### config.mk
export PLATFORM = sky130hd
export DESIGN_NAME = rdl_readout
export DESIGN_NICKNAME = d
export VERILOG_FILES = /design/src/rdl_pkg.sv /design/src/rdl_conv_if.sv /design/src/rdl_readout.sv /design/src/rdl_bcd_conv.sv
export SDC_FILE = /design/constraint.sdc
export NUM_CORES = 1
export LEC_CHECK = 0
export BUFFER_PORTS_ARGS = -buffer_cell sky130_fd_sc_hd__buf_4
export CORE_MARGIN = 4
export CORE_UTILIZATION = 64
export CTS_CLUSTER_SIZE = 12
export DETAILED_ROUTE_END_ITERATION = 10
export PLACE_DENSITY_LB_ADDON = 0.08
export SETUP_SLACK_MARGIN = 0.1
export SYNTH_ARGS = -nofsm -noshare
export SYNTH_HDL_FRONTEND = slang
export SYNTH_SLANG_ARGS = --single-unit
### constraint.sdc
create_clock -name ref_clk -period 5.2 [get_ports ref_clk]
set_input_delay 0.52 -clock ref_clk [delete_from_list [all_inputs] [get_ports ref_clk]]
set_output_delay 0.52 -clock ref_clk [all_outputs]
set_load 0.01 [all_outputs]
### src/rdl_pkg.sv
// package of constants and types for the numeric readout latch
package rdl_pkg;
   localparam int          DATA_W          = 16;
   localparam int          BIN_W           = 10;
   localparam int          DIGIT_W         = 4;
   localparam int          LAMP_W          = 9;
   // word counter reset marker
   localparam int          MARK_BIT        = 15;
   // first word: weight-eight bits and mode bits
   localparam int          W1_POLAR_BIT    = 1;
   localparam int          W1_LOG_BIT      = 2;
   localparam int          W1_FREQ_BIT     = 3;
   localparam int          W1_U8_BIT       = 4;
   localparam int          W1_T8_BIT       = 7;
   localparam int          W1_H8_BIT       = 10;
   localparam int          W1_SIGN_BIT     = 15;
   // second word: weight 1/2/4 fields and multiplier bits
   localparam int          W2_UNITS_LSB    = 1;
   localparam int          W2_TENS_LSB     = 4;
   localparam int          W2_HUND_LSB     = 7;
   localparam int          W2_ONE_BIT      = 13;
   localparam int          W2_TWO_BIT      = 14;
   localparam int          W2_FIVE_BIT     = 15;
   // lamp positions on the indicator output
   localparam int          LAMP_POLAR      = 0;
   localparam int          LAMP_RECT       = 1;
   localparam int          LAMP_LOG        = 2;
   localparam int          LAMP_DB         = 3;
   localparam int          LAMP_FREQ       = 4;
   localparam int          LAMP_SIGN       = 5;
   localparam int          LAMP_ONE        = 6;
   localparam int          LAMP_TWO        = 7;
   localparam int          LAMP_FIVE       = 8;
   localparam logic [8:0]  LAMP_RESET      = 9'h000;
   localparam logic [11:0] DIGITS_RESET    = 12'h000;
   // numeric limits of the three-digit readout
   localparam logic [10:0] MAX_SHOWN       = 11'h3E7;
   localparam logic [3:0]  BCD_ADJ_LIMIT   = 4'h5;
   localparam logic [3:0]  BCD_ADJ_ADD     = 4'h3;
   localparam logic [3:0]  SHIFT_LAST      = 4'h9;
   // ready recovery time after each accepted word
   localparam int          CLK_PERIOD_NS   = 10;
   localparam int          READY_TIME_NS   = 35000;
   localparam int          READY_CYCLES    =
      (READY_TIME_NS + CLK_PERIOD_NS - 1) / CLK_PERIOD_NS;
   localparam int          RDY_CNT_W       = 12;
   localparam logic [11:0] READY_LOAD      = 12'(READY_CYCLES);
   // word counter states, one-hot
   typedef enum logic [4:0]
   {
      RDL_W_IDLE = 5'h01,
      RDL_W_ONE  = 5'h02,
      RDL_W_TWO  = 5'h04,
      RDL_W_THR  = 5'h08,
      RDL_W_FOUR = 5'h10
   } rdl_word_e;
endpackage : rdl_pkg

### src/rdl_conv_if.sv
// carrier between the readout control and its binary to bcd converter
`timescale 1ns/1ps
interface rdl_conv_if;
   logic        start;
   logic [9:0]  value;
   logic        done;
   logic [11:0] digits;
   modport ctrl (output start, output value, input done, input digits);
   modport conv (input start, input value, output done, output digits);
endinterface : rdl_conv_if

### src/rdl_readout.sv
// numeric readout latch: word counter, value latches, ready timer, lamps
`timescale 1ns/1ps
// Behaviour
// binary value comes from data bits 1..10, only in words one and two.
// first word strobe latches the most significant part of the value.
// second word strobe latches the least significant part of the value.
// after word two, convert value to bcd and show on three digits.
// drive nine mode indicator outputs showing the functional display mode; sign and five take bit 15: each first word sets sign, five stays clear.
// each display word is sixteen bits wide, bits numbered from zero.
// ready drops on each word; processor sends only while ready is high.
// every word is preceded by an encode strobe that advances the counter.
// counter runs zero, one, two, three, four, then repeats three, four.
// a word with bit 15 set resets the counter as first word.
// word one holds weight-eight bits, word two weights one, two, four.
// digits hold their old value until the next conversion completes.
module rdl_readout
   import rdl_pkg::*;
(
   input  wire logic                ref_clk,
   input  wire logic                reset,
   input  wire logic                encode_strobe,
   input  wire logic [DATA_W-1:0]   data_word,
   output logic                     display_accept_ready,
   output logic [3:0]               word_count_outputs,
   output logic [DIGIT_W-1:0]       digit_units,
   output logic [DIGIT_W-1:0]       digit_tens,
   output logic [DIGIT_W-1:0]       digit_hundreds,
   output logic [LAMP_W-1:0]        mode_lamps
);
   rdl_conv_if cv ();

   rdl_word_e        word_reg;
   rdl_word_e        word_next;
   logic             ready_reg;
   logic             ready_next;
   logic [11:0]      rdy_cnt_reg;
   logic [11:0]      rdy_cnt_next;
   logic [2:0]       msb_reg;
   logic [2:0]       msb_next;
   logic [8:0]       lsb_reg;
   logic [8:0]       lsb_next;
   logic             start_reg;
   logic             start_next;
   logic [11:0]      dig_reg;
   logic [11:0]      dig_next;
   logic [LAMP_W-1:0] lamp_reg;
   logic [LAMP_W-1:0] lamp_next;
   logic             accept;
   logic             mark;
   logic [3:0]       u_code;
   logic [3:0]       t_code;
   logic [3:0]       h_code;
   logic [10:0]      weighted;

   // a word is only taken while ready is shown; others are dropped
   assign accept = encode_strobe && ready_reg;
   assign mark   = data_word[MARK_BIT];

   // word counter and the latches that follow it
   always_comb
   begin
      word_next  = word_reg;
      msb_next   = msb_reg;
      lsb_next   = lsb_reg;
      start_next = 1'b0;
      lamp_next  = lamp_reg;
      if (accept)
      begin
         if (mark)
         begin
            word_next = RDL_W_ONE;
            // weight-eight bits of the three digits
            msb_next  = {data_word[W1_H8_BIT], data_word[W1_T8_BIT],
                         data_word[W1_U8_BIT]};
            lamp_next[LAMP_POLAR] = data_word[W1_POLAR_BIT];
            lamp_next[LAMP_RECT]  = !data_word[W1_POLAR_BIT];
            lamp_next[LAMP_LOG]   = data_word[W1_LOG_BIT];
            lamp_next[LAMP_DB]    = data_word[W1_LOG_BIT];
            lamp_next[LAMP_FREQ]  = data_word[W1_FREQ_BIT];
            lamp_next[LAMP_SIGN]  = data_word[W1_SIGN_BIT];
         end
         else
         begin
            case (word_reg)
               RDL_W_ONE:
               begin
                  word_next  = RDL_W_TWO;
                  // bits 1..9 carry weights one, two, four
                  lsb_next   = data_word[9:1];
                  start_next = 1'b1;
                  lamp_next[LAMP_ONE]  = data_word[W2_ONE_BIT];
                  lamp_next[LAMP_TWO]  = data_word[W2_TWO_BIT];
                  lamp_next[LAMP_FIVE] = data_word[W2_FIVE_BIT];
               end
               RDL_W_TWO:  word_next = RDL_W_THR;
               RDL_W_THR:  word_next = RDL_W_FOUR;
               RDL_W_FOUR: word_next = RDL_W_THR;
               // without a marked first word the stream is not framed
               default:    word_next = word_reg;
            endcase
         end
      end
   end

   // ready drops on each word and returns after the recovery time
   always_comb
   begin
      ready_next   = ready_reg;
      rdy_cnt_next = rdy_cnt_reg;
      if (accept)
      begin
         ready_next   = 1'b0;
         rdy_cnt_next = READY_LOAD;
      end
      else if (!ready_reg)
      begin
         rdy_cnt_next = rdy_cnt_reg - 12'h001;
         if (rdy_cnt_reg == 12'h001)
            ready_next = 1'b1;
      end
   end

   // assemble the weighted value; weighted values above 999 saturate at 999
   assign u_code   = {msb_reg[0], lsb_reg[2:0]};
   assign t_code   = {msb_reg[1], lsb_reg[5:3]};
   assign h_code   = {msb_reg[2], lsb_reg[8:6]};
   assign weighted = 11'(h_code) * 11'h064 + 11'(t_code) * 11'h00A
                     + 11'(u_code);
   assign cv.value = (weighted > MAX_SHOWN) ? MAX_SHOWN[9:0]
                                            : weighted[9:0];
   assign cv.start = start_reg;

   // displayed digits change only when a conversion completes
   always_comb
   begin
      dig_next = dig_reg;
      if (cv.done)
         dig_next = cv.digits;
   end

   rdl_bcd_conv u_conv
   (
      .ref_clk (ref_clk),
      .reset   (reset),
      .cv      (cv)
   );

   always_ff @(posedge ref_clk)
   begin
      if (reset)
      begin
         word_reg    <= RDL_W_IDLE;
         ready_reg   <= 1'b1;
         rdy_cnt_reg <= 12'h000;
         msb_reg     <= 3'h0;
         lsb_reg     <= 9'h000;
         start_reg   <= 1'b0;
         dig_reg     <= DIGITS_RESET;
         lamp_reg    <= LAMP_RESET;
      end
      else
      begin
         word_reg    <= word_next;
         ready_reg   <= ready_next;
         rdy_cnt_reg <= rdy_cnt_next;
         msb_reg     <= msb_next;
         lsb_reg     <= lsb_next;
         start_reg   <= start_next;
         dig_reg     <= dig_next;
         lamp_reg    <= lamp_next;
      end
   end

   // outputs straight from registers
   assign display_accept_ready = ready_reg;
   assign word_count_outputs   = word_reg[4:1];
   assign digit_units          = dig_reg[3:0];
   assign digit_tens           = dig_reg[7:4];
   assign digit_hundreds       = dig_reg[11:8];
   assign mode_lamps           = lamp_reg;

   // helper: length of the last ready-low stretch
   logic [12:0] low_len;
   always_ff @(posedge ref_clk)
   begin
      if (reset || ready_reg)
         low_len <= 13'h0000;
      else
         low_len <= low_len + 13'h0001;
   end

   a_ready_drop: assert property (
      @(posedge ref_clk) disable iff (reset)
      accept |=> !display_accept_ready)
      else $error("ready stayed high after a word");
   a_ready_time: assert property (
      @(posedge ref_clk) disable iff (reset)
      $rose(ready_reg) |-> $past(low_len) == 13'(READY_CYCLES - 1))
      else $error("ready low time is wrong");
   a_mark_restart: assert property (
      @(posedge ref_clk) disable iff (reset)
      (accept && mark) |=> word_count_outputs == 4'h1)
      else $error("marked word did not restart the counter");
   a_count_wrap: assert property (
      @(posedge ref_clk) disable iff (reset)
      (accept && !mark && word_reg == RDL_W_FOUR) |=> word_reg == RDL_W_THR)
      else $error("counter did not return to word three");
   a_count_step: assert property (
      @(posedge ref_clk) disable iff (reset)
      (accept && !mark && word_reg == RDL_W_TWO) |=> word_reg == RDL_W_THR)
      else $error("counter did not step on encode");
   a_msb_latch: assert property (
      @(posedge ref_clk) disable iff (reset)
      (accept && mark) |=> msb_reg == {$past(data_word[W1_H8_BIT]),
         $past(data_word[W1_T8_BIT]), $past(data_word[W1_U8_BIT])})
      else $error("weight-eight bits not latched");
   a_lsb_start: assert property (
      @(posedge ref_clk) disable iff (reset)
      (accept && !mark && word_reg == RDL_W_ONE)
      |=> start_reg && lsb_reg == $past(data_word[9:1]))
      else $error("second word not latched or conversion not started");
   a_digits_hold: assert property (
      @(posedge ref_clk) disable iff (reset)
      !cv.done |=> $stable(dig_reg))
      else $error("digits changed without a conversion");
   a_digits_show: assert property (
      @(posedge ref_clk) disable iff (reset)
      cv.done |=> dig_reg == $past(cv.digits))
      else $error("converted digits not shown");
endmodule : rdl_readout

### src/rdl_bcd_conv.sv
// sequential binary to bcd converter, one shift per clock
`timescale 1ns/1ps
module rdl_bcd_conv
   import rdl_pkg::*;
(
   input  wire logic ref_clk,
   input  wire logic reset,
   rdl_conv_if.conv  cv
);
   logic        busy_reg;
   logic        busy_next;
   logic [3:0]  step_reg;
   logic [3:0]  step_next;
   logic [21:0] work_reg;
   logic [21:0] work_next;
   logic        done_reg;
   logic        done_next;
   logic [11:0] dig_reg;
   logic [11:0] dig_next;
   logic [21:0] adj;

   // double dabble: add three to any digit of five or more, then shift
   always_comb
   begin
      adj       = work_reg;
      busy_next = busy_reg;
      step_next = step_reg;
      work_next = work_reg;
      done_next = 1'b0;
      dig_next  = dig_reg;
      for (int i = 0; i < 3; i++)
      begin
         if (work_reg[BIN_W + 4*i +: 4] >= BCD_ADJ_LIMIT)
            adj[BIN_W + 4*i +: 4] = work_reg[BIN_W + 4*i +: 4]
                                    + BCD_ADJ_ADD;
      end
      if (!busy_reg && cv.start)
      begin
         busy_next = 1'b1;
         step_next = 4'h0;
         work_next = {DIGITS_RESET, cv.value};
      end
      else if (busy_reg)
      begin
         work_next = {adj[20:0], 1'b0};
         step_next = step_reg + 4'h1;
         if (step_reg == SHIFT_LAST)
         begin
            busy_next = 1'b0;
            done_next = 1'b1;
            dig_next  = work_next[21:10];
         end
      end
   end

   always_ff @(posedge ref_clk)
   begin
      if (reset)
      begin
         busy_reg <= 1'b0;
         step_reg <= 4'h0;
         work_reg <= 22'h000000;
         done_reg <= 1'b0;
         dig_reg  <= DIGITS_RESET;
      end
      else
      begin
         busy_reg <= busy_next;
         step_reg <= step_next;
         work_reg <= work_next;
         done_reg <= done_next;
         dig_reg  <= dig_next;
      end
   end

   assign cv.done   = done_reg;
   assign cv.digits = dig_reg;

   a_conv_latency: assert property (
      @(posedge ref_clk) disable iff (reset)
      (cv.start && !busy_reg) |-> ##11 done_reg)
      else $error("conversion did not finish in eleven cycles");
endmodule : rdl_bcd_conv

==> results.txt, run 1 <==
Status: complete, no violations
Setup WS post-layout: 1.68 ns
Max Buffers Root-to-Sink: 2
Synthesized Nets: 575
Critical hold path startpoint: data_word[8]
Site Rows: 30
Arrival time worst endpoint: 3.75 ns
Die Width: 92.2 um
Clock root buffer: clkbuf_8
Post-Syn Area: 4540 um^2
Fill cells: 529
Initial Util: 66.4%
RSZ-0062 raised after global routing: false
Crit path launch type: flop
Core ar.: 6830 um^2
Largest net degree at the start of global routing: 79
WP data required: 5.43 ns
DRC Markers: 0
Post-cts sizing count: 0
Final period utilization: 67.7%
FF/Latch Area: 1800 um^2
Ys Warns: 0
# hold bufs at CTS: 0
CTS tree: built
Diode count: 0
Postcts setup bufs: 0
Worst Clk Skew: 0.00715 ns
Hold WC Path Type: in -> reg
Total GRT Usage: 21.4%
DR vias: 3536
Vias per cell: 5.57
Finished Layout Cells: 635
CTS sink count: 90
Synth area leaders: dfxtp_1 (40%), ha_1 (9.6%), mux2i_1 (7.3%)
Area of the multi-input gates: 2510 um^2
Most frequent cell after synthesis: dfxtp_1
Nets: 593
Final wirelength: 8660 um
Max FFs per register: 22
Clk slew on worst S/H paths: 0.09 ns
Crit Path Max Fanout: 10
Pwr per Cell Area: 261 nW/um^2
Register area share after synthesis: 39.7%
Area of the die: 8500 um^2
Area grow syn2layout: 10.9%
Top cells by count, synth: dfxtp_1 (90), nor2_1 (75), a21oi_1 (45)
Yosys top cell by area: dfxtp_1
Final GP Congestion: 0.881
Max VDD drop: 0.212 mV
Total power: 1.31 mW
CP Capture Type: flop
Setup CP Type: reg -> reg
Post-synth EDFFs: 0
Antenna viol nets, final: 0
Worst slew pin tran: 1.12 ns
Ys async rst share: 0%
H-tree depth: 3
Iter 0 DRT Violations: 148
Final setup violation count: 0
Setup TNS: 0 ns
Synth Flop Type: dfxtp_1
Yosys reg bits: 90
Max Cap Viol: 0
Max Transition Viols Final: 0
Die Span Y: 92.2 um
LEAKAGE: 2.17 nW
Worst skew pair latency: 0.35 ns
Upper clock frequency limit: 0.284 GHz
First-pass GRT wire length: 14900 um
Slew margin rel.: 24.8%
Post-layout minimum cycle time: 3.52 ns
Synth Area per Inst: 8.80 um^2
Io pins: 45
Post-DP HPWL: 6050 um
Number of global-route vias before repair: 3328
Antenna violations before repair: 0
Final hold vios: 0
Pre-CTS setup slack: 1.67 ns
Cell variety after synth: 48
Cells after synthesis: 516
Overflow after GRT: 0
Yosys top cell area share: 39.7%
IO Port Bufs: 40
Setup crit start: msb_reg[1]
Cts bufs inserted: 9
Cell total after placement: 619
Worst r2r src: msb_reg[1]
Share of cells above drive strength 1: 11.3%
DRT Pass-1 Iters: 5
Routed len/inst: 13.6 um
[where the power goes]
group,switching (mW),internal [mW]
clock network,0.244,0.273
logic,0.0478,0.0350
registers,0.0129,0.702
total,0.305,1.01
[per-stage QoR]
stage	util [%]	cell area, um^2	hold WS, ns
2_1_floorplan	-	4540	0.436
3_3_place_gp	70.5	4810	0.443
3_5_place_dp	70.5	4810	0.451
4_1_cts	73.7	5030	0.383
5_1_grt	73.7	5030	0.383
6_report	73.7	5030	0.398
[placed cells by master, fill, tap and decap left out, types with 4 or more instances in the layout]
| cell type | instances |
|---|---|
| xor2_1 | 12 |
| a21o_1 | 5 |
| nor4_1 | 4 |
| inv_1 | 19 |
| buf_4 | 41 |
| o21ai_0 | 14 |
| dfxtp_1 | 90 |
| nor3_1 | 15 |
| nand2_1 | 44 |
| mux2i_1 | 33 |
| nand3_1 | 4 |
| nor3b_1 | 9 |
| a211oi_1 | 15 |
| a21oi_1 | 45 |
| ha_1 | 35 |
| nand2b_1 | 8 |
| clkbuf_8 | 9 |
| fa_1 | 5 |
| nor2_1 | 75 |
| xnor2_1 | 8 |
[cell type report]
type / count / area share [%]
sequential: 90 / 35.8
multi-input combinational: 372 / 49.9
inverter: 20 / 1.49
tap: 96 / 2.39
clock buffer: 10 / 2.54
clock inverter: 6 / 1.79
timing repair buffer: 41 / 6.12
[metal layers]
layer  GRT usage, %  up-vias  part of all wire (%)
met4           10.1        0                   1.8
met3           3.69       17                   3.8
met5              0        -                     0
met2           34.1       65                    47
li1               -     1819                     -
met1           28.0     1635                    47
[final timing paths]
path	cells past startpoint	slack (ns)	to
worst min register to register	2	0.46	mode_lamps[4]
worst max-delay path	12	1.68	u_conv.work_reg[7]
worst max register to register	12	1.68	u_conv.work_reg[7]
worst min-delay path	3	0.40	lsb_reg[7]
[kinds of logic after synthesis]
logic type	synth area share (%)
other	0.0826
adders and majority gates	11.9
and+or+nand+nor	18.4
buffers and inverters	5.02
xor gates and xnor gates	4.22
AOI/OAI and AO/OA	13.4
muxes	7.28
DFF	39.7
[worst max-delay path, stage by stage, from the launching register on]
cell	delay [ns]
dfxtp_1	0.40
ha_1	0.26
ha_1	0.22
fa_1	0.38
xor2_1	0.16
ha_1	0.27
ha_1	0.35
nand2_1	0.07
a211o_1	0.26
a221oi_2	0.30
xnor2_2	0.28
nor3_1	0.11
a2111oi_0	0.32
Power figures use the tool's default switching activity.
==> run 2, diff against run 1 <==
- CORE_UTILIZATION: 64 -> 59
- clock period: 5.2 -> 3.38 ns (I/O delays scaled with it)
==> results.txt, run 2 (synthesized netlist as in run 1, its figures left out) <==
Status: complete, no violations
Antenna violations before repair: 0
Worst slew pin tran: 1.06 ns
Hold WC Path Type: in -> reg
# hold bufs at CTS: 0
Crit path launch type: flop
H-tree depth: 3
LEAKAGE: 2.24 nW
CTS tree: built
Design Area, Final: 5290 um^2
Cells on worst reg2reg path: 13
Nets: 607
Share of cells above drive strength 1: 17.5%
Area of the die: 9160 um^2
Worst r2r src: lsb_reg[3]
Io pins: 45
DRC Markers: 0
DR vias: 3638
Crit Path Max Fanout: 5
Final hold vios: 0
Largest net degree at the start of global routing: 45
Max Transition Viols Final: 0
Final GP Congestion: 0.871
Post-layout minimum cycle time: 3.27 ns
Die Width: 95.7 um
Worst Clk Skew: 0.00972 ns
Diode count: 0
Most common cell after layout, fill and taps aside: dfxtp_1
CP Capture Type: flop
Worst hold slack: 0.218 ns
Post-DP HPWL: 6200 um
Final wirelength: 9300 um
Antenna viol nets, final: 0
Worst skew pair latency: 0.35 ns
Arrival time worst endpoint: 3.51 ns
CTS sink count: 90
Hold path depth: 3
Max Buffers Root-to-Sink: 2
Clock root buffer: clkbuf_8
Die Span Y: 95.7 um
Site Rows: 31
Slew margin rel.: 28.9%
Total GRT Usage: 21.7%
Area grow syn2layout: 16.6%
Total power: 1.91 mW
First-pass GRT wire length: 16000 um
Final setup violation count: 0
Final period utilization: 96.6%
Max Cap Viol: 0
WP data required: 3.62 ns
Critical hold path startpoint: data_word[14]
DRT Pass-1 Iters: 4
Iter 0 DRT Violations: 132
Max FFs per register: 22
Initial Util: 61.6%
Most frequent cells in the layout: dfxtp_1 (85), nor2_1 (75), buf_4 (53), a21oi_1 (45), nand2_1 (44)
Cts bufs inserted: 9
Setup CP Type: reg -> reg
Pre-CTS setup slack: -0.0164 ns
Number of global-route vias before repair: 3459
IO Port Bufs: 40
Internal reg-to-reg setup slack: 0.11 ns
Routed len/inst: 14.3 um
Max VDD drop: 0.229 mV
Overflow after GRT: 0
Post-DP Area: 4880 um^2
RSZ-0062 raised after global routing: true
Pwr per Cell Area: 362 nW/um^2
Vias per cell: 5.58
Setup crit start: lsb_reg[3]
Setup WS post-layout: 0.115 ns
Core ar.: 7370 um^2
Fill cells: 566
Clk slew on worst S/H paths: 0.09 ns
Upper clock frequency limit: 0.306 GHz
## run 2: cell count changes in the layout (fill, tap and decap cells not counted), moves of 2 or more
cell / delta
a221oi_1: -2
buf_4: +12
bufinv_16: -2
clkinv_2: +2
dfxtp_1: -5
dfxtp_2: +4
ha_1: -9
ha_2: +2
ha_4: +7
## run 2: timing repair
item | CTS | global route
cloned | 1 | 0
pin swaps | 16 | 7
setup endpoints to repair | 7 | 10
setup buffers | 4 | 1
resized for setup | 19 | 10
## run 2: metal layers
| layer | GRT usage, % | part of all wire (%) | up-vias |
|---|---|---|---|
| met2 | 36.8 | 48 | 41 |
| li1 | - | - | 1848 |
| met3 | 3.75 | 2.2 | 9 |
| met1 | 28.7 | 48 | 1740 |
| met5 | 0 | 0 | - |
| met4 | 5.45 | 1.2 | 0 |
## run 2: area by class of cell
type	instances	area, um^2	area share (%)
multi-input combinational	373	2700	50.9
sequential	90	1810	34.2
timing repair buffer	54	409	7.73
clock buffer	10	138	2.60
tap	99	124	2.34
inverter	20	75.1	1.42
clock inverter	6	40.0	0.757
## run 2: power breakdown
| part | internal (mW) | switching (mW) | leakage (nW) | total, mW |
|---|---|---|---|---|
| logic | 0.0605 | 0.0793 | 1.42 | 0.140 |
| clock network | 0.288 | 0.389 | 0.0924 | 0.676 |
| registers | 1.08 | 0.0196 | 0.732 | 1.10 |
## run 2: final timing paths
check | to
max | u_conv.work_reg[7]
min | mode_lamps[7]
max reg2reg | u_conv.work_reg[7]
min reg2reg | u_conv.cv.digits[2]
## run 2: through the flow
stage          setup TNS, ns  cells  utilization, %
6_report                   0    652            71.8
5_1_grt                    0    652            71.8
4_1_cts                    0    651            70.8
3_5_place_dp         -0.0422    630            66.2
3_3_place_gp               0    630            66.2
2_1_floorplan              0    516               -
## run 2: worst max-delay path, stage by stage (launching register included)
cell	delay [ns]
dfxtp_2	0.35
ha_1	0.20
ha_2	0.20
fa_2	0.35
xor2_2	0.16
ha_1	0.31
ha_4	0.28
nand2_1	0.04
a211o_1	0.27
a221oi_4	0.31
buf_6	0.17
xnor2_4	0.16
nor3_1	0.09
a2111oi_1	0.26
==> run 3, diff against run 2 <==
- CELL_PAD_IN_SITES_DETAIL_PLACEMENT: default -> 0
- CELL_PAD_IN_SITES_GLOBAL_PLACEMENT: default -> 1
- CORE_UTILIZATION: 59 -> 45
==> results.txt, run 3 (synthesized netlist as in run 1, its figures left out) <==
Status: complete, no violations
Worst Clk Skew: 0.0126 ns
WP data required: 3.61 ns
Cts bufs inserted: 9
Diode count: 0
Antenna viol nets, final: 0
Internal reg-to-reg setup slack: 0.20 ns
Worst skew pair latency: 0.36 ns
Hold path depth: 3
Die Span Y: 108 um
Number of global-route vias before repair: 3435
CP Capture Type: flop
Clk slew on worst S/H paths: 0.09 ns
Most common cell after layout, fill and taps aside: dfxtp_1
Crit path launch type: flop
Final GP Congestion: 0.775
Max Cap Viol: 0
Final wirelength: 9460 um
Antenna violations before repair: 0
Area of the die: 11800 um^2
Final hold vios: 0
Critical hold path startpoint: data_word[13]
Critical path, cell by cell: ha_4, ha_4, fa_1, ha_4, ha_4, nand2_2, a211o_1, a221oi_4, buf_6, xnor2_4, a22oi_1, a21oi_1
Nets: 609
Reg-to-Reg End: u_conv.work_reg[9]
Core ar.: 9820 um^2
CTS sink count: 90
Share of cells above drive strength 1: 19.3%
Worst slew pin tran: 0.860 ns
H-tree depth: 3
Worst Path Buf+Inv: 1
Slew margin rel.: 42.5%
Post-layout minimum cycle time: 3.18 ns
Final setup violation count: 0
Overflow after GRT: 0
Io pins: 45
DRC Markers: 0
Initial Util: 46.2%
Most used cell, CP: ha_4
Routed len/inst: 13.8 um
Largest net degree at the start of global routing: 41
Setup TNS: 0 ns
First-pass GRT wire length: 16100 um
Hold EP: mode_lamps[6]
DRT Pass-1 Iters: 4
IO Port Bufs: 40
Hold WC Path Type: in -> reg
Most frequent cells in the layout: dfxtp_1 (85), nor2_1 (75), buf_4 (55), a21oi_1 (45), nand2_1 (43)
Pwr per Cell Area: 381 nW/um^2
Stages on worst setup path: 12
Iter 0 DRT Violations: 141
Delay-heaviest family, CP: adder cells
Upper clock frequency limit: 0.314 GHz
Vias per cell: 5.07
Final core occ: 55.5%
LEAKAGE: 2.28 nW
Post-DP HPWL: 6400 um
Setup CP Type: reg -> reg
Largest stage delay on the critical path: 0.56 ns
RSZ-0062 raised after global routing: true
Max FFs per register: 22
Site Rows: 36
Area grow syn2layout: 20.1%
Worst r2r src: lsb_reg[6]
Crit Path Max Fanout: 5
Clock root buffer: clkbuf_8
Worst path slowest cell: fa_1
Max Transition Viols Final: 0
Die Width: 108 um
CTS tree: built
Final period utilization: 94.2%
Total GRT Usage: 17.1%
Cells on worst reg2reg path: 12
DR vias: 3486
Max Buffers Root-to-Sink: 2
Max VDD drop: 0.208 mV
Arrival time worst endpoint: 3.41 ns
## run 3: changes by cell type in the layout (fill, tap and decap cells not counted), sizes merged
cell,delta
clkinv,-3
buf,+2
bufinv,+2
clkinvlp,+1
## run 3: final cells by class
class | instances | area [um^2]
sequential | 90 | 1810
inverter | 20 | 75.1
fill | 932 | 4370
timing repair buffer | 56 | 424
clock buffer | 10 | 138
multi-input combinational | 373 | 2750
tap | 133 | 166
clock inverter | 6 | 88.8
## run 3: metal layers
layer | wire length (um) | vias to the layer above | GRT usage, % | part of all wire (%)
met5 | 0 | - | 0 | 0
met4 | 113 | 0 | 5.14 | 1.2
met3 | 192 | 9 | 3.40 | 2.0
met2 | 4250 | 23 | 27.0 | 45
met1 | 4910 | 1603 | 23.7 | 52
li1 | - | 1851 | - | -
## run 3: stage by stage
step | total power [mW] | hold slack (ns) | std cells | setup slack [ns] | instance area [um^2]
finish | 2.08 | 0.201 | 688 | 0.197 | 5450
global route | 2.17 | 0.192 | 688 | 0.0720 | 5450
CTS | 2.10 | 0.188 | 686 | 0.113 | 5300
detailed placement | 1.26 | 0.451 | 666 | 0.0334 | 4940
global placement | 1.26 | 0.445 | 666 | 0.0608 | 4940
floorplan | 1.21 | 0.436 | 516 | 0.211 | 4540
## run 3: tightest hold or removal path: cells and delay by family
family | cells | cell delay, ns
buf+inv | 1 | 0.08
simple gates | 1 | 0.07
mux | 1 | 0.05
## run 3: worst max-delay path by stage
stage | from | endpoint
6_report | lsb_reg[6] | u_conv.work_reg[9]
5_1_grt | msb_reg[1] | u_conv.work_reg[2]
4_1_cts | lsb_reg[6] | u_conv.work_reg[7]
3_5_place_dp | lsb_reg[4] | u_conv.work_reg[2]
3_3_place_gp | lsb_reg[4] | u_conv.work_reg[2]
2_1_floorplan | msb_reg[1] | u_conv.work_reg[7]
## run 3: repair_timing
action,4_1_cts,5_1_grt
hold buffers,0,0
gates resized for setup,16,23
cloned,1,0
pin swaps,15,6
setup buffers,3,2
setup endpoints to repair,7,10
## run 3: report_power, final
part / switching, mW / internal, mW
logic: 0.0802 / 0.0621
clock network: 0.397 / 0.438
registers: 0.0196 / 1.08
